## src/rtl/dfc_map.svh

```systemverilog
// register offsets, field positions, reset values and timing counts of the feature block
`ifndef DFC_MAP_SVH
`define DFC_MAP_SVH

// ==========================================================
// register offsets (byte index on the serial control bus)
`define DFC_OFS_GENERAL_CONFIG 8'h00
`define DFC_OFS_FEATURES_TWO   8'h03
`define DFC_OFS_REPEAT_CONFIG  8'h04

// ==========================================================
// field positions
`define DFC_BIT_REG_SELECT     0
`define DFC_LSB_CFG_FIELD      2
`define DFC_BIT_STROBE_EDGE    4
`define DFC_BIT_EQ_ON          4
`define DFC_LSB_SPREAD         0
`define DFC_BIT_REPEAT_EN      7

// ==========================================================
// strap pin positions on the parallel output bus
`define DFC_PIN_CFILT          23
`define DFC_PIN_EQ_LSB         12
`define DFC_PIN_SPREAD_LSB     3

// ==========================================================
// reset values
`define DFC_RST_GENERAL        8'h00
`define DFC_RST_FEATURES_TWO   8'h00
`define DFC_RST_REPEAT         8'h00

// ==========================================================
// modulation dividers, normal and low-frequency tables
// clock divided by 2168, 1300, 868, 650 and by 620, 370, 258, 192
`define DFC_DIV_N0             12'h878
`define DFC_DIV_N1             12'h514
`define DFC_DIV_N2             12'h364
`define DFC_DIV_N3             12'h28A
`define DFC_DIV_L0             12'h26C
`define DFC_DIV_L1             12'h172
`define DFC_DIV_L2             12'h102
`define DFC_DIV_L3             12'h0C0

`endif

```

## src/rtl/dfc_pkg.sv

```systemverilog
// types shared by the feature configuration block
package dfc_pkg;

	// ==========================================================
	// two-bit configuration field codes
	typedef enum logic [1:0] {
		DFC_CFG_FILTER_OFF = 2'b00,
		DFC_CFG_FILTER_ON  = 2'b01,
		DFC_CFG_RSVD_2     = 2'b10,
		DFC_CFG_RSVD_3     = 2'b11
	} dfc_cfg_t;

	// spread deviation steps, 0.5 % each
	typedef enum logic [1:0] {
		DFC_DEV_0P5 = 2'b00,
		DFC_DEV_1P0 = 2'b01,
		DFC_DEV_1P5 = 2'b10,
		DFC_DEV_2P0 = 2'b11
	} dfc_dev_t;

endpackage : dfc_pkg

```

## src/rtl/dfc_spread.sv

```systemverilog
// spread profile decoder and modulation rate timer
`timescale 1ns/1ps
`include "dfc_map.svh"

module dfc_spread (
	// clock and reset
	input  wire logic             core_clk_in,
	input  wire logic             reset_in,
	// profile selection
	input  wire logic [3:0]       spread_profile_select_in,
	input  wire logic             low_frequency_select_in,
	// decoded profile
	output logic                  spread_on_out,
	output dfc_pkg::dfc_dev_t     spread_dev_out,
	output logic [11:0]           spread_div_out,
	output logic                  spread_tick_out
);

	// ==========================================================
	// divider lookup by rate group and table
	function automatic logic [11:0] dfc_div(input logic [1:0] grp, input logic lf);
		logic [11:0] d;
		d = `DFC_DIV_N0;
		case ({lf, grp})
			3'b000:  d = `DFC_DIV_N0;
			3'b001:  d = `DFC_DIV_N1;
			3'b010:  d = `DFC_DIV_N2;
			3'b011:  d = `DFC_DIV_N3;
			3'b100:  d = `DFC_DIV_L0;
			3'b101:  d = `DFC_DIV_L1;
			3'b110:  d = `DFC_DIV_L2;
			default: d = `DFC_DIV_L3;
		endcase
		return d;
	endfunction : dfc_div

	logic [3:0]        code_m1;   // profile code less one
	logic              on_d;      // spreading active
	dfc_pkg::dfc_dev_t dev_d;     // deviation step
	logic [11:0]       div_d;     // modulation divider
	logic [11:0]       cnt_q;     // modulation period counter
	logic [11:0]       cnt_d;
	logic              tick_d;    // one pulse per modulation period

	// ==========================================================
	// decode and period count
	always_comb begin
		code_m1 = spread_profile_select_in - 4'h1;
		on_d    = (spread_profile_select_in != 4'h0);
		dev_d   = dfc_pkg::dfc_dev_t'(code_m1[1:0]);
		div_d   = dfc_div(code_m1[3:2], low_frequency_select_in);
		cnt_d   = 12'h000;
		tick_d  = 1'b0;
		if (on_d) begin
			if (cnt_q >= div_d - 12'h001) begin
				tick_d = 1'b1;      // period done
			end else begin
				cnt_d = cnt_q + 12'h001;
			end
		end
	end

	// registers
	always_ff @(posedge core_clk_in or posedge reset_in) begin
		if (reset_in) begin
			cnt_q           <= 12'h000;
			spread_on_out   <= 1'b0;
			spread_dev_out  <= dfc_pkg::DFC_DEV_0P5;
			spread_div_out  <= `DFC_DIV_N0;
			spread_tick_out <= 1'b0;
		end else begin
			cnt_q           <= cnt_d;
			spread_on_out   <= on_d;
			spread_dev_out  <= dev_d;
			spread_div_out  <= div_d;
			spread_tick_out <= tick_d;
		end
	end

endmodule : dfc_spread

```

## src/rtl/dfc_top.sv

```systemverilog
// deserializer feature configuration: registers, straps and output data path
`timescale 1ns/1ps
`include "dfc_map.svh"

module dfc_top (
	// clock and reset
	input  wire logic        core_clk_in,
	input  wire logic        reset_in,
	// register port behind the serial control bus
	input  wire logic [7:0]  reg_addr_in,
	input  wire logic [7:0]  reg_wdata_in,
	input  wire logic        reg_write_in,
	input  wire logic        reg_read_in,
	output logic [7:0]       reg_rdata_out,
	output logic             reg_rvalid_out,
	// control pins
	input  wire logic        power_down_n_in,
	input  wire logic        strobe_edge_select_in,
	input  wire logic        low_frequency_select_in,
	// recovered link payload
	input  wire logic [23:0] link_data_in,
	input  wire logic [2:0]  control_bits_in,
	// parallel output pins, also strap inputs
	input  wire logic [23:0] parallel_out_pins_in,
	output logic [23:0]      parallel_out_pins_out,
	output logic             parallel_out_pins_oe_out,
	output logic [2:0]       control_bits_out,
	// feature controls
	output logic             equalizer_on_out,
	output logic [3:0]       equalizer_strap_code_out,
	output logic             control_filter_on_out,
	output logic             strobe_rising_out,
	output logic             repeat_serial_output_en_out,
	output logic             spread_on_out,
	output dfc_pkg::dfc_dev_t spread_dev_out,
	output logic [11:0]      spread_div_out,
	output logic             spread_tick_out
);

	// ==========================================================
	// register and strap state
	// every byte keeps all eight written bits, reserved ones too, so a
	// host reads back exactly what it wrote; reserved bits drive nothing
	// strap copies are taken once per power-down release, then held
	logic [7:0] general_q,  general_d;   // strobe edge, config field, register select
	logic [7:0] feat_two_q, feat_two_d;  // receiver_features_two
	logic [7:0] repeat_q,   repeat_d;    // repeat_output_config
	logic [7:0] rdata_d;                 // read byte, zero unless a read
	logic       rvalid_d;                // read answer pulse
	// power-down edge detector
	logic       pdn_q;                   // previous power-down level
	logic       release_w;               // power-down release seen
	logic       oe_d;                    // drive pins, one cycle after release
	logic       strap_cfilt_q, strap_cfilt_d;  // control filter strap, pin 23
	logic [3:0] strap_eq_q,    strap_eq_d;     // equalizer code, pins 15 to 12
	logic [3:0] strap_ssc_q,   strap_ssc_d;    // spread code, pins 6 to 3

	// ==========================================================
	// register writes, reads and strap capture
	// one write and one read can be taken per edge; a read in the cycle of a
	// write to the same byte still returns the old value
	always_comb begin
		// defaults: hold every byte, no read data
		general_d  = general_q;
		feat_two_d = feat_two_q;
		repeat_d   = repeat_q;
		rdata_d    = 8'h00;
		rvalid_d   = reg_read_in;   // every read is answered, mapped or not
		// whole bytes stored, reserved bits included
		if (reg_write_in) begin
			// bytes outside the map leave all state as it was
			case (reg_addr_in)
				`DFC_OFS_GENERAL_CONFIG: general_d  = reg_wdata_in;
				`DFC_OFS_FEATURES_TWO:   feat_two_d = reg_wdata_in;
				`DFC_OFS_REPEAT_CONFIG:  repeat_d   = reg_wdata_in;
				default:                 general_d  = general_q;     // unmapped ignored
			endcase
		end
		// reserved bits read back as written
		// a read of an unmapped byte answers with zero
		if (reg_read_in) begin
			case (reg_addr_in)
				`DFC_OFS_GENERAL_CONFIG: rdata_d = general_q;
				`DFC_OFS_FEATURES_TWO:   rdata_d = feat_two_q;
				`DFC_OFS_REPEAT_CONFIG:  rdata_d = repeat_q;
				default:                 rdata_d = 8'h00;
			endcase
		end
		// straps caught at the power-down release, then held; pdn_q resets
		// low, so a pin already high after reset counts as a release
		release_w     = power_down_n_in & ~pdn_q;
		// pins stay undriven in the release cycle so the straps are read
		// from resistors, not from our own output data
		oe_d          = power_down_n_in & pdn_q;
		strap_cfilt_d = strap_cfilt_q;
		strap_eq_d    = strap_eq_q;
		strap_ssc_d   = strap_ssc_q;
		// one snapshot of all three straps in the same cycle
		if (release_w) begin
			strap_cfilt_d = parallel_out_pins_in[`DFC_PIN_CFILT];
			strap_eq_d    = parallel_out_pins_in[`DFC_PIN_EQ_LSB +: 4];
			strap_ssc_d   = parallel_out_pins_in[`DFC_PIN_SPREAD_LSB +: 4];
		end
	end

	// register bytes, read answer and strap copies
	always_ff @(posedge core_clk_in or posedge reset_in) begin
		if (reset_in) begin                           // power-on values
			general_q      <= `DFC_RST_GENERAL;
			feat_two_q     <= `DFC_RST_FEATURES_TWO;
			repeat_q       <= `DFC_RST_REPEAT;
			reg_rdata_out  <= 8'h00;
			reg_rvalid_out <= 1'b0;
			pdn_q          <= 1'b0;
			strap_cfilt_q  <= 1'b0;
			strap_eq_q     <= 4'h0;
			strap_ssc_q    <= 4'h0;
		end else begin
			general_q      <= general_d;
			feat_two_q     <= feat_two_d;
			repeat_q       <= repeat_d;
			reg_rdata_out  <= rdata_d;
			reg_rvalid_out <= rvalid_d;
			// sample the pin for the release detector
			pdn_q          <= power_down_n_in;
			strap_cfilt_q  <= strap_cfilt_d;
			strap_eq_q     <= strap_eq_d;
			strap_ssc_q    <= strap_ssc_d;
		end
	end

	// ==========================================================
	// feature source selection
	// a change of the select bit reaches the outputs one cycle later;
	// the equalizer gain bits 7 to 5 are stored but steer nothing here
	logic              reg_mode_w;   // registers rule over straps
	dfc_pkg::dfc_cfg_t cfg_w;        // configuration field
	logic              eq_on_d;      // equalizer enable
	logic              cfilt_d;      // control signal filter enable
	logic              strobe_d;     // 1: rising-edge strobing
	logic              rep_en_d;     // repeat serial output enable
	logic [3:0]        ssc_sel_w;    // chosen spread profile code

	// pick registers or straps, one whole set at a time
	always_comb begin
		reg_mode_w = general_q[`DFC_BIT_REG_SELECT];
		cfg_w      = dfc_pkg::dfc_cfg_t'(general_q[`DFC_LSB_CFG_FIELD +: 2]);
		rep_en_d   = repeat_q[`DFC_BIT_REPEAT_EN];   // register in both modes
		if (reg_mode_w) begin
			// register mode: equalizer, filter, strobe edge and spread code from the bytes
			eq_on_d   = feat_two_q[`DFC_BIT_EQ_ON];
			// reserved codes 10 and 11 leave the filter off
			cfilt_d   = (cfg_w == dfc_pkg::DFC_CFG_FILTER_ON);
			strobe_d  = general_q[`DFC_BIT_STROBE_EDGE];
			ssc_sel_w = feat_two_q[`DFC_LSB_SPREAD +: 4];
		end else begin
			// strap mode: captured straps and the strobe pin;
			// any nonzero equalizer code turns the equalizer on
			eq_on_d   = (strap_eq_q != 4'h0);
			cfilt_d   = strap_cfilt_q;
			strobe_d  = strobe_edge_select_in;
			ssc_sel_w = strap_ssc_q;
		end
	end

	// ==========================================================
	// payload and feature output registers
	// the payload passes through a single register stage with no buffer,
	// so pins follow the link one cycle late; every output here is a flop
	always_ff @(posedge core_clk_in or posedge reset_in) begin
		if (reset_in) begin
			// pins undriven and features off while in reset
			parallel_out_pins_out       <= 24'h00_0000;
			parallel_out_pins_oe_out    <= 1'b0;
			control_bits_out            <= 3'h0;
			equalizer_on_out            <= 1'b0;
			equalizer_strap_code_out    <= 4'h0;
			control_filter_on_out       <= 1'b0;
			strobe_rising_out           <= 1'b0;
			repeat_serial_output_en_out <= 1'b0;
		end else begin
			parallel_out_pins_out       <= link_data_in;
			parallel_out_pins_oe_out    <= oe_d;                     // straps readable first
			control_bits_out            <= control_bits_in;
			// feature levels, one cycle after the source picks them
			equalizer_on_out            <= eq_on_d;
			equalizer_strap_code_out    <= strap_eq_q;
			control_filter_on_out       <= cfilt_d;
			strobe_rising_out           <= strobe_d;
			repeat_serial_output_en_out <= rep_en_d;
		end
	end

	// ==========================================================
	// spread profile decoder
	// the low-frequency select is a pin in both modes; the decoder registers
	// its own outputs, so spread outputs trail the code by one cycle
	dfc_spread u_spread (
		.core_clk_in              (core_clk_in),
		.reset_in                 (reset_in),
		.spread_profile_select_in (ssc_sel_w),
		.low_frequency_select_in  (low_frequency_select_in),
		.spread_on_out            (spread_on_out),
		.spread_dev_out           (spread_dev_out),
		.spread_div_out           (spread_div_out),
		.spread_tick_out          (spread_tick_out)
	);

endmodule : dfc_top

```

## config.mk

```make
export PLATFORM = sky130hd
export DESIGN_NAME = dfc_top
export DESIGN_NICKNAME = d
export VERILOG_FILES = /design/src/rtl/dfc_pkg.sv /design/src/rtl/dfc_spread.sv /design/src/rtl/dfc_top.sv
export VERILOG_INCLUDE_DIRS = /design/src /design/src/rtl
export SDC_FILE = /design/constraint.sdc
export NUM_CORES = 1
export LEC_CHECK = 0
export ABC_AREA = 1
export CAP_MARGIN = 10
export CELL_PAD_IN_SITES_DETAIL_PLACEMENT = 0
export CELL_PAD_IN_SITES_GLOBAL_PLACEMENT = 1
export CORE_ASPECT_RATIO = 1.75
export CORE_UTILIZATION = 47
export CTS_CLUSTER_DIAMETER = 50
export DETAILED_ROUTE_END_ITERATION = 10
export DONT_BUFFER_PORTS = 1
export MAX_ROUTING_LAYER = met4
export PLACE_DENSITY = 0.77
export SLEW_MARGIN = 0
export SYNTH_ARGS = -nofsm -noshare
export SYNTH_HDL_FRONTEND = slang
export SYNTH_SLANG_ARGS = --single-unit
```

## constraint.sdc

```tcl
create_clock -name core_clk_in -period 3.75 [get_ports core_clk_in]
set_clock_uncertainty 0.15 [all_clocks]
set_input_delay 0.1875 -clock core_clk_in [delete_from_list [all_inputs] [get_ports core_clk_in]]
set_output_delay 0.1875 -clock core_clk_in [all_outputs]
set_load 0.02 [all_outputs]
```

==> results of run 1 <==
## state kept, by name, indices dropped and copies added, names as in the netlist, 2 cells and up
signal                    flops
parallel_out_pins_out        24
u_spread.spread_dev_out       2
strap_eq_q                    4
repeat_q                      8
u_spread.cnt_q               12
control_bits_out              3
feat_two_q                    8
u_spread.spread_div_out      11
reg_rdata_out                 8
general_q                     8
strap_ssc_q                   4
equalizer_strap_code_out      4
## worst max path at each step
stage                 start             endpoint  slack (ns)
2_1_floorplan      reset_in  control_bits_out[0]        0.63
3_3_place_gp   general_q[0]    u_spread.cnt_q[0]        0.18
3_5_place_dp   general_q[0]    u_spread.cnt_q[1]        0.14
4_1_cts        general_q[0]    u_spread.cnt_q[1]         0.1
5_1_grt        general_q[0]    u_spread.cnt_q[2]        0.05
6_report       general_q[0]   u_spread.cnt_q[10]        0.36
## metal layers
layer,vias up,GRT usage,wire [um]
met1,1486,0.209,3500
met4,0,0.0951,239
li1,1527,-,-
met2,69,0.386,5490
met3,17,0.0375,271
met5,-,-,0
## per-stage QoR
stage	total power [mW]	util
final	2.78	0.576
after detailed placement	1.83	0.491
after floorplan	1.74	-
after global placement	1.82	0.491
after CTS	2.82	0.575
after global routing	2.94	0.576
## placed cells by master (no fill, tap or decap), drive strengths merged, types with 2 or more instances in the layout
cell type / count
nand2: 114
dfrtp: 101
inv: 56
dlygate4sd3: 50
nand3: 41
nor2: 36
o21ai: 26
a21oi: 18
ha: 15
clkbuf: 10
xor2: 6
mux2: 5
dfstp: 5
nor3: 4
buf: 3
xnor2: 2
nand4: 2
## logic make-up after synthesis
family / count (synthesis) / synth area share
XOR/XNOR: 8 / 0.0155
flip-flops: 106 / 0.590
other: 1 / 0.000832
AND/OR/NAND/NOR: 201 / 0.225
AO/OA/AOI/OAI: 47 / 0.0555
multiplexers: 5 / 0.0125
buffers and inverters: 62 / 0.0588
adder cells (fa/ha/maj): 15 / 0.0416
## repair_timing
action	CTS	global route
endpoints found under the setup margin	0	12
endpoints found under the hold margin	151	0
resized for setup	0	2
hold buffers	50	0
## area by class of cell
type / count / share of cell area
Multi-Input combinational cell: 277 / 0.294
Sequential cell: 106 / 0.491
Timing Repair Buffer: 53 / 0.0965
Inverter: 52 / 0.0365
Clock inverter: 6 / 0.0104
Tap cell: 122 / 0.0282
Clock buffer: 10 / 0.0441
## worst min-delay path, delay by kind of cell
kind / cells / cell delay (ns)
AND/OR/NAND/NOR: 4 / 0.27
buffers and inverters: 1 / 0.03
## power breakdown
part / total (mW) / internal, mW / switching [mW]
logic: 0.436 / 0.185 / 0.251
registers: 1.42 / 1.27 / 0.149
clock network: 0.929 / 0.484 / 0.445
total: 2.78 / 1.94 / 0.845
==> flow_summary.yaml, run 1 <==
timing:
  setup_repair_after_global_routing_missed_its_margin: "no"
  final-hold-violation-count: 0
  layout_min_cycle_time_ns: 3.39
  finalSetupViolCount: 0
  clock.fmax_mhz: 295
  setup_total_negative_slack_ns: 0
  slew_headroom: 0.366
  max_slew.worst_pin.slew_ns: 0.950
  timing.final.max_slew_violations: 0
  fin_worst_hold_slack_ns: 0.0131
  post-route-period-util: 0.904
  timing.final.ws_setup_ns: 0.360
worst_hold_path:
  timing.hold.worst_endpoint: "reg_rdata_out[7]"
  min_path_type: "primary input to register"
  hold_crit_start: "reg_addr_in[3]"
  hold_depth: 5
layout:
  fill_cells: 830
  post_route_cells_drive_above_1_share: 0.155
  layout.nets: 588
  area_growth_syn_to_layout_pct: 20.3
  multi_input_area_um2: 1590
  stdcell_area_um2: 5420
  final_cells: 626
  num_antenna_cells: 0
  final-seq-area_um2: 2660
clock_tree:
  cts_sinks: 106
  clock_latency_ns: 0.35
  cts_max_level: 3
  clkSlewWorstSetupHoldPaths_ns: 0.07
  clockRootBuffer: "sky130_fd_sc_hd__clkbuf_16"
  cts_tree: "done"
  postCtsSetupBuffers: 0
  clock_path_buffers: 2
  cts_buffers: 9
worst_setup_path:
  path_common_cell: "sky130_fd_sc_hd__nand2_1"
  critical_path.endpoint_type: "register"
  regToRegEndpoint: "u_spread.cnt_q[10]"
  critPathMaxStageDelay_ns: 0.46
  critPathArrivalTime_ns: 3.52
  critPathBufInv: 3
  cp_cell_sequence: "inv_2, nand2_1, nand2_4, ha_1, nand3b_2, nand2_4, inv_2, nand3_1, nand2_2, nand2_1, nand2_1, ha_1, inv_1, nand2_1, nand3_1, ha_1, a21oi_1, o21ai_0, nand2_1, nand4_4, nor2_1"
  slowest_stage: "sky130_fd_sc_hd__dfrtp_2"
  critical_path_class: "register to register"
  worstRegToRegCells: 21
  critical_path.max_fanout: 12
  r2r_slack_ns: 0.36
  r2r-start: "general_q[0]"
  critical_path_required_ns: 3.88
  worst-path-stages: 21
  cell_family_with_the_largest_share_of_critical_path_delay: "simple AND/OR/NAND/NOR gates"
  startpoint_class: "register"
power:
  cellLeakagePower_nw: 2.67
  vdd_ir_drop_max_mv: 0.286
  areal_power_density_over_the_cells_nw_per_um2: 513
yosys:
  yosysMostFrequentCell: "sky130_fd_sc_hd__dfrtp_1"
  synth-async-reset-ratio: 1.00
  syn_area_cell_um2: 10.1
  netlist_instances: 445
  synth_largest_area_cell: "sky130_fd_sc_hd__dfrtp_1"
  synthesis.area_um2: 4510
  yosysWarnings: 0
  synth.top_cell.area_share: 0.561
  synth_cell_types: 38
  ff_latch_count_synth: 106
  synth_commonest_cells: "101 x sky130_fd_sc_hd__dfrtp_1, 95 x sky130_fd_sc_hd__nand2_1, 45 x sky130_fd_sc_hd__inv_1, 36 x sky130_fd_sc_hd__nand3_1, 27 x sky130_fd_sc_hd__nor2_1"
  synth_edf_count: 0
  synth_fp_nets: 534
  synth.top_cells.by_area: "sky130_fd_sc_hd__dfrtp_1 56%, sky130_fd_sc_hd__nand2_1 7.9%, sky130_fd_sc_hd__ha_1 4.2%"
  yosysSeqAreaShare: 0.590
  ys_dominant_reg_cell: "sky130_fd_sc_hd__dfrtp_1"
global_route:
  wire_length_of_the_first_global_routing_pass_mm: 15.4
  number_of_antenna_violations_at_the_first_check_in_global_routing: 0
  number_of_global_route_vias_before_repair: 3133
  largest_net_degree_at_the_start_of_global_routing: 79
  grtUsageTotal: 0.209
  grt.overflow.total: 0
floorplan:
  design.portCount: 135
  core_um2: 9410
  initial_utilization: 0.479
  floorplan.die.height_um: 132
  placementRows: 47
  die_area_um2: 10000
  die_x_um: 76.0
place:
  number_of_input_and_output_port_buffers_inserted: 0
  dpl_cell_area_um2: 4620
  post-place-cells: 560
  placement.setup.worst_slack_ns: 0.138
  detailed_placement_hpwl_mm: 6.61
  gp_routability_congestion: 0.787
detailed_routing:
  detail_route.iter0.violations: 92
  route.detailed.vias_per_inst: 4.95
  wl_per_cell_um: 15.2
  drc: 0
  vias: 3099
  wirelength_mm: 9.50
  count_of_nets_left_with_antenna_violations_after_detail_routing: 0
  drt-pass1-iter-count: 4
status:
  run_status: "complete, no violations"
flow_run:
  cap_violations: 0
No activity file was read; power rests on OpenSTA's default activity.
==> inputs of run 2 (changes only) <==
Settings changed: GPL_TIMING_DRIVEN set to 0.
==> flow_summary.yaml, run 2 (synthesis results as in run 1) <==
detailed_routing:
  wirelength_mm: 9.81
  drc: 0
  count_of_nets_left_with_antenna_violations_after_detail_routing: 0
  route.detailed.vias_per_inst: 5.00
  wl_per_cell_um: 15.5
  detail_route.iter0.violations: 86
  drt-pass1-iter-count: 4
  vias: 3168
global_route:
  grt.overflow.total: 0
  number_of_antenna_violations_at_the_first_check_in_global_routing: 0
  wire_length_of_the_first_global_routing_pass_mm: 15.9
  largest_net_degree_at_the_start_of_global_routing: 75
  grtUsageTotal: 0.215
  number_of_global_route_vias_before_repair: 3220
floorplan:
  placementRows: 47
  core_um2: 9410
  floorplan.die.height_um: 132
  die_area_um2: 10000
  die_x_um: 76.0
  initial_utilization: 0.479
  design.portCount: 135
timing:
  slew_headroom: 0.628
  clock.fmax_mhz: 293
  timing.final.max_slew_violations: 0
  max_slew.worst_pin.slew_ns: 0.559
  setup_total_negative_slack_ns: 0
  final-hold-violation-count: 0
  setup_repair_after_global_routing_missed_its_margin: "no"
  layout_min_cycle_time_ns: 3.41
  post-route-period-util: 0.910
  finalSetupViolCount: 0
  fin_worst_hold_slack_ns: 0.0150
place:
  gp_routability_congestion: 0.865
  detailed_placement_hpwl_mm: 7.00
  number_of_input_and_output_port_buffers_inserted: 0
layout:
  regMostFlops: "parallel_out_pins_out"
  mostFrequentLayoutCells: "101 x sky130_fd_sc_hd__dfrtp_1, 95 x sky130_fd_sc_hd__nand2_1, 50 x sky130_fd_sc_hd__dlygate4sd3_1, 44 x sky130_fd_sc_hd__inv_1, 36 x sky130_fd_sc_hd__nand3_1"
  utilization: 0.584
  num_antenna_cells: 0
  top_regs: "parallel_out_pins_out (24), u_spread.cnt_q (12), u_spread.spread_div_out (11)"
  max_reg_flops: 24
  layout.nets: 596
  area_growth_syn_to_layout_pct: 21.9
  post_route_cells_drive_above_1_share: 0.162
  layout.cells.most_common: "sky130_fd_sc_hd__dfrtp_1"
worst_setup_path:
  cp_cell_sequence: "buf_6, nand2_1, nand2_2, ha_1, nand3b_2, nand2_4, inv_2, nand3_1, nand2_2, nand2_1, nand2_1, ha_1, inv_1, nand3_1, nand2_1, ha_1, a21oi_1, o21ai_0, nand3_1, nand4_2, buf_6, nor2_1"
  r2r_slack_ns: 0.34
  critical_path.max_fanout: 10
  critPathMaxStageDelay_ns: 0.42
  critPathArrivalTime_ns: 3.54
  critical_path_class: "register to register"
  regToRegEndpoint: "u_spread.cnt_q[6]"
  r2r-start: "general_q[0]"
  critical_path_required_ns: 3.88
  startpoint_class: "register"
  critical_path.endpoint_type: "register"
  critical_path_startpoint: "general_q[0]"
  timing.critical_path.to: "u_spread.cnt_q[6]"
  slowest_stage: "sky130_fd_sc_hd__dfrtp_1"
  worstRegToRegCells: 22
  path_common_cell: "sky130_fd_sc_hd__nand2_1"
clock_tree:
  clkSlewWorstSetupHoldPaths_ns: 0.07
  cts_tree: "done"
  clockRootBuffer: "sky130_fd_sc_hd__clkbuf_16"
  clock_path_buffers: 2
  cts_max_level: 3
  cts_buffers: 9
  postCtsSetupBuffers: 0
  post_cts_resized: 0
  cts_sinks: 106
  clock_latency_ns: 0.35
power:
  cellLeakagePower_nw: 2.72
  power.total_mw: 2.80
  vdd_ir_drop_max_mv: 0.281
  areal_power_density_over_the_cells_nw_per_um2: 510
worst_hold_path:
  hold_depth: 3
  hold_crit_start: "low_frequency_select_in"
  min_path_type: "primary input to register"
flow_run:
  cap_violations: 0
status:
  run_status: "complete, no violations"
## run 2: worst min path at each step
stage / endpoint / slack, ns
6_report: u_spread.spread_div_out[2] / 0.02
5_1_grt: u_spread.spread_div_out[2] / 0.04
4_1_cts: u_spread.spread_div_out[2] / 0.008
3_5_place_dp: u_spread.cnt_q[8] / -0.06
3_3_place_gp: parallel_out_pins_out[1] / 0.07
2_1_floorplan: control_bits_out[0] / 0.07
## run 2: worst max-delay path, delay by kind of cell, from the launching register on
kind            cells  cell delay [ns]
simple gates       13             1.40
fa+ha+maj           3             0.67
buf+inv             4             0.47
flops               1             0.42
compound gates      2             0.24
## run 2: final cells by class
cell class	count	area (um2)
Buffer	10	70.1
Clock inverter	6	65.1
Sequential cell	106	2660
Inverter	52	198
Tap cell	122	153
Fill cell	844	3910
Multi-Input combinational cell	277	1580
Timing Repair Buffer	51	528
Clock buffer	10	239
## run 2: stage by stage
stage | worst slack, ns | cell area [um2] | instances
finish | 0.338 | 5500 | 634
global route | 0.0118 | 5500 | 634
CTS | 0.298 | 5500 | 634
detailed placement | 0.322 | 4690 | 568
global placement | -0.299 | 4660 | 567
floorplan | 0.632 | 4510 | 445
## run 2: per-layer routing
layer | track usage | vias to the layer above | wire (um)
li1 | - | 1534 | -
met1 | 0.209 | 1536 | 3450
met2 | 0.409 | 78 | 5810
met3 | 0.0354 | 20 | 273
met4 | 0.0908 | 0 | 275
met5 | - | - | 0
## run 2: power breakdown
part	total [mW]	switching, mW	internal (mW)
sequential	1.42	0.153	1.27
combinational	0.447	0.256	0.191
clock	0.934	0.445	0.490
total	2.80	0.853	1.95
## run 2: what timing repair did
action | 4_1_cts | 5_1_grt
hold buffers | 50 | 0
hold endpoints to repair | 175 | 0
setup endpoints to repair | 0 | 0
==> inputs of run 3 (changes only) <==
Settings changed: MAX_ROUTING_LAYER met4 to unset.
==> flow_summary.yaml, run 3 (synthesis results as in run 1) <==
status:
  run_status: "complete, no violations"
floorplan:
  core_um2: 9410
  initial_utilization: 0.479
  die_x_um: 76.0
  design.portCount: 135
  placementRows: 47
  die_area_um2: 10000
  floorplan.die.height_um: 132
clock_tree:
  clkSlewWorstSetupHoldPaths_ns: 0.07
  cts_sinks: 106
  clockRootBuffer: "sky130_fd_sc_hd__clkbuf_16"
  cts_buffers: 9
  cts_tree: "done"
  number_of_buffers_added_to_fix_hold_violations_after_cts: 50
  clock_path_buffers: 2
  clock_latency_ns: 0.35
  postCtsSetupBuffers: 0
  cts_max_level: 3
  post_cts_resized: 0
power:
  switching_share: 0.305
  clock_power_share: 0.334
  areal_power_density_over_the_cells_nw_per_um2: 510
  switching_power_mw: 0.856
  comb_power_share: 0.159
  intPower_mw: 1.95
  vdd_ir_drop_max_mv: 0.283
  power.total_mw: 2.80
  power.sequential.fraction: 0.506
  cellLeakagePower_nw: 2.72
worst_setup_path:
  r2r-start: "general_q[0]"
  critical_path_required_ns: 3.88
  r2r_slack_ns: 0.33
  critPathMaxStageDelay_ns: 0.42
  cp_cell_sequence: "buf_6, nand2_1, nand2_2, ha_1, nand3b_2, nand2_4, inv_2, nand3_1, nand2_2, nand2_1, nand2_1, ha_1, inv_1, nand3_1, nand2_1, ha_1, a21oi_1, o21ai_0, nand3_1, nand4_2, buf_6, nor2_1"
  slowest_stage: "sky130_fd_sc_hd__dfrtp_1"
  worst-path-stages: 22
  critical_path.endpoint_type: "register"
  regToRegEndpoint: "u_spread.cnt_q[6]"
  startpoint_class: "register"
  critPathBufInv: 4
  worstRegToRegCells: 22
  critPathArrivalTime_ns: 3.55
  cell_family_with_the_largest_share_of_critical_path_delay: "simple AND/OR/NAND/NOR gates"
  critical_path_startpoint: "general_q[0]"
  critical_path.max_fanout: 10
  path_common_cell: "sky130_fd_sc_hd__nand2_1"
  timing.critical_path.to: "u_spread.cnt_q[6]"
  critical_path_class: "register to register"
layout:
  layout.cells.most_common: "sky130_fd_sc_hd__dfrtp_1"
  layout.nets: 596
  area_growth_syn_to_layout_pct: 21.9
  post_route_cells_drive_above_1_share: 0.162
  max_reg_flops: 24
  num_antenna_cells: 0
  top_regs: "parallel_out_pins_out (24), u_spread.cnt_q (12), u_spread.spread_div_out (11)"
  mostFrequentLayoutCells: "101 x sky130_fd_sc_hd__dfrtp_1, 95 x sky130_fd_sc_hd__nand2_1, 50 x sky130_fd_sc_hd__dlygate4sd3_1, 44 x sky130_fd_sc_hd__inv_1, 36 x sky130_fd_sc_hd__nand3_1"
  regMostFlops: "parallel_out_pins_out"
global_route:
  wire_length_of_the_first_global_routing_pass_mm: 15.9
  largest_net_degree_at_the_start_of_global_routing: 75
  number_of_antenna_violations_at_the_first_check_in_global_routing: 0
  grt.overflow.total: 0
  grtUsageTotal: 0.208
  number_of_global_route_vias_before_repair: 3233
timing:
  post-route-period-util: 0.911
  timing.final.max_slew_violations: 0
  clock.fmax_mhz: 293
  setup_repair_after_global_routing_missed_its_margin: "no"
  slew_headroom: 0.634
  max_slew.worst_pin.slew_ns: 0.549
  finalSetupViolCount: 0
  final-hold-violation-count: 0
  layout_min_cycle_time_ns: 3.42
  timing.final.ws_setup_ns: 0.332
detailed_routing:
  wl_per_cell_um: 15.5
  count_of_nets_left_with_antenna_violations_after_detail_routing: 0
  drt-pass1-iter-count: 5
  detail_route.iter0.violations: 78
  vias: 3171
  wirelength_mm: 9.83
  route.detailed.vias_per_inst: 5.00
  drc: 0
place:
  number_of_input_and_output_port_buffers_inserted: 0
  gp_routability_congestion: 0.852
  placement.setup.worst_slack_ns: 0.322
  detailed_placement_hpwl_mm: 7.00
flow_run:
  cap_violations: 0
worst_hold_path:
  min_path_type: "primary input to register"
run 3: worst min-delay path by stage:
| stage | cells past startpoint | start | end | slack, ns |
|---|---|---|---|---|
| after floorplan | 0 | control_bits_in[0] | control_bits_out[0] | 0.07 |
| after global placement | 0 | link_data_in[1] | parallel_out_pins_out[1] | 0.07 |
| after CTS | 3 | low_frequency_select_in | u_spread.spread_div_out[2] | 0.008 |
| after detailed placement | 1 | reset_in | u_spread.cnt_q[8] | -0.06 |
| final | 3 | low_frequency_select_in | u_spread.spread_div_out[2] | 0.01 |
| after global routing | 3 | low_frequency_select_in | u_spread.spread_div_out[2] | 0.04 |
run 3: power groups by stage:
| stage | clock (mW) | sequential (mW) | combinational [mW] |
|---|---|---|---|
| after floorplan | 0 | 1.42 | 0.327 |
| after global placement | 0 | 1.44 | 0.385 |
| after detailed placement | 0 | 1.44 | 0.399 |
| after CTS | 0.960 | 1.42 | 0.454 |
| after global routing | 1.01 | 1.43 | 0.516 |
| final | 0.937 | 1.42 | 0.447 |
run 3: through the flow:
| stage | hold WS, ns | cells | area (um2) | util | TNS [ns] |
|---|---|---|---|---|---|
| 4_1_cts | 0.00756 | 634 | 5500 | 0.584 | 0 |
| 5_1_grt | 0.0412 | 634 | 5500 | 0.584 | 0 |
| 6_report | 0.0123 | 634 | 5500 | 0.584 | 0 |
| 2_1_floorplan | 0.0689 | 445 | 4510 | - | 0 |
| 3_3_place_gp | 0.0690 | 567 | 4660 | 0.495 | -29.38 |
| 3_5_place_dp | -0.0650 | 568 | 4690 | 0.499 | 0 |
run 3: cell type report:
class,count,area (um2)
Timing Repair Buffer,51,528
Sequential cell,106,2660
Clock inverter,6,65.1
Clock buffer,10,239
Fill cell,844,3910
Tap cell,122,153
Buffer,10,70.1
Multi-Input combinational cell,277,1580
Inverter,52,198
run 3: worst register-to-register path, cell delays in order, from the launching register on:
cell	delay [ns]
sky130_fd_sc_hd__dfrtp_1	0.42
sky130_fd_sc_hd__buf_6	0.16
sky130_fd_sc_hd__nand2_1	0.08
sky130_fd_sc_hd__nand2_2	0.09
sky130_fd_sc_hd__ha_1	0.23
sky130_fd_sc_hd__nand3b_2	0.23
sky130_fd_sc_hd__nand2_4	0.12
sky130_fd_sc_hd__inv_2	0.06
sky130_fd_sc_hd__nand3_1	0.17
sky130_fd_sc_hd__nand2_2	0.10
sky130_fd_sc_hd__nand2_1	0.07
sky130_fd_sc_hd__nand2_1	0.06
sky130_fd_sc_hd__ha_1	0.22
sky130_fd_sc_hd__inv_1	0.08
sky130_fd_sc_hd__nand3_1	0.07
sky130_fd_sc_hd__nand2_1	0.08
sky130_fd_sc_hd__ha_1	0.23
sky130_fd_sc_hd__a21oi_1	0.13
sky130_fd_sc_hd__o21ai_0	0.11
sky130_fd_sc_hd__nand3_1	0.12
sky130_fd_sc_hd__nand4_2	0.13
sky130_fd_sc_hd__buf_6	0.17
sky130_fd_sc_hd__nor2_1	0.09
run 3: per-layer routing:
metal  global-route usage  up-vias  part of all wire
li1                     -     1532                 -
met1                0.206     1542              0.35
met2                0.409       77              0.59
met3               0.0375       20             0.029
met4               0.0908        0             0.028
met5                    0        -                 0
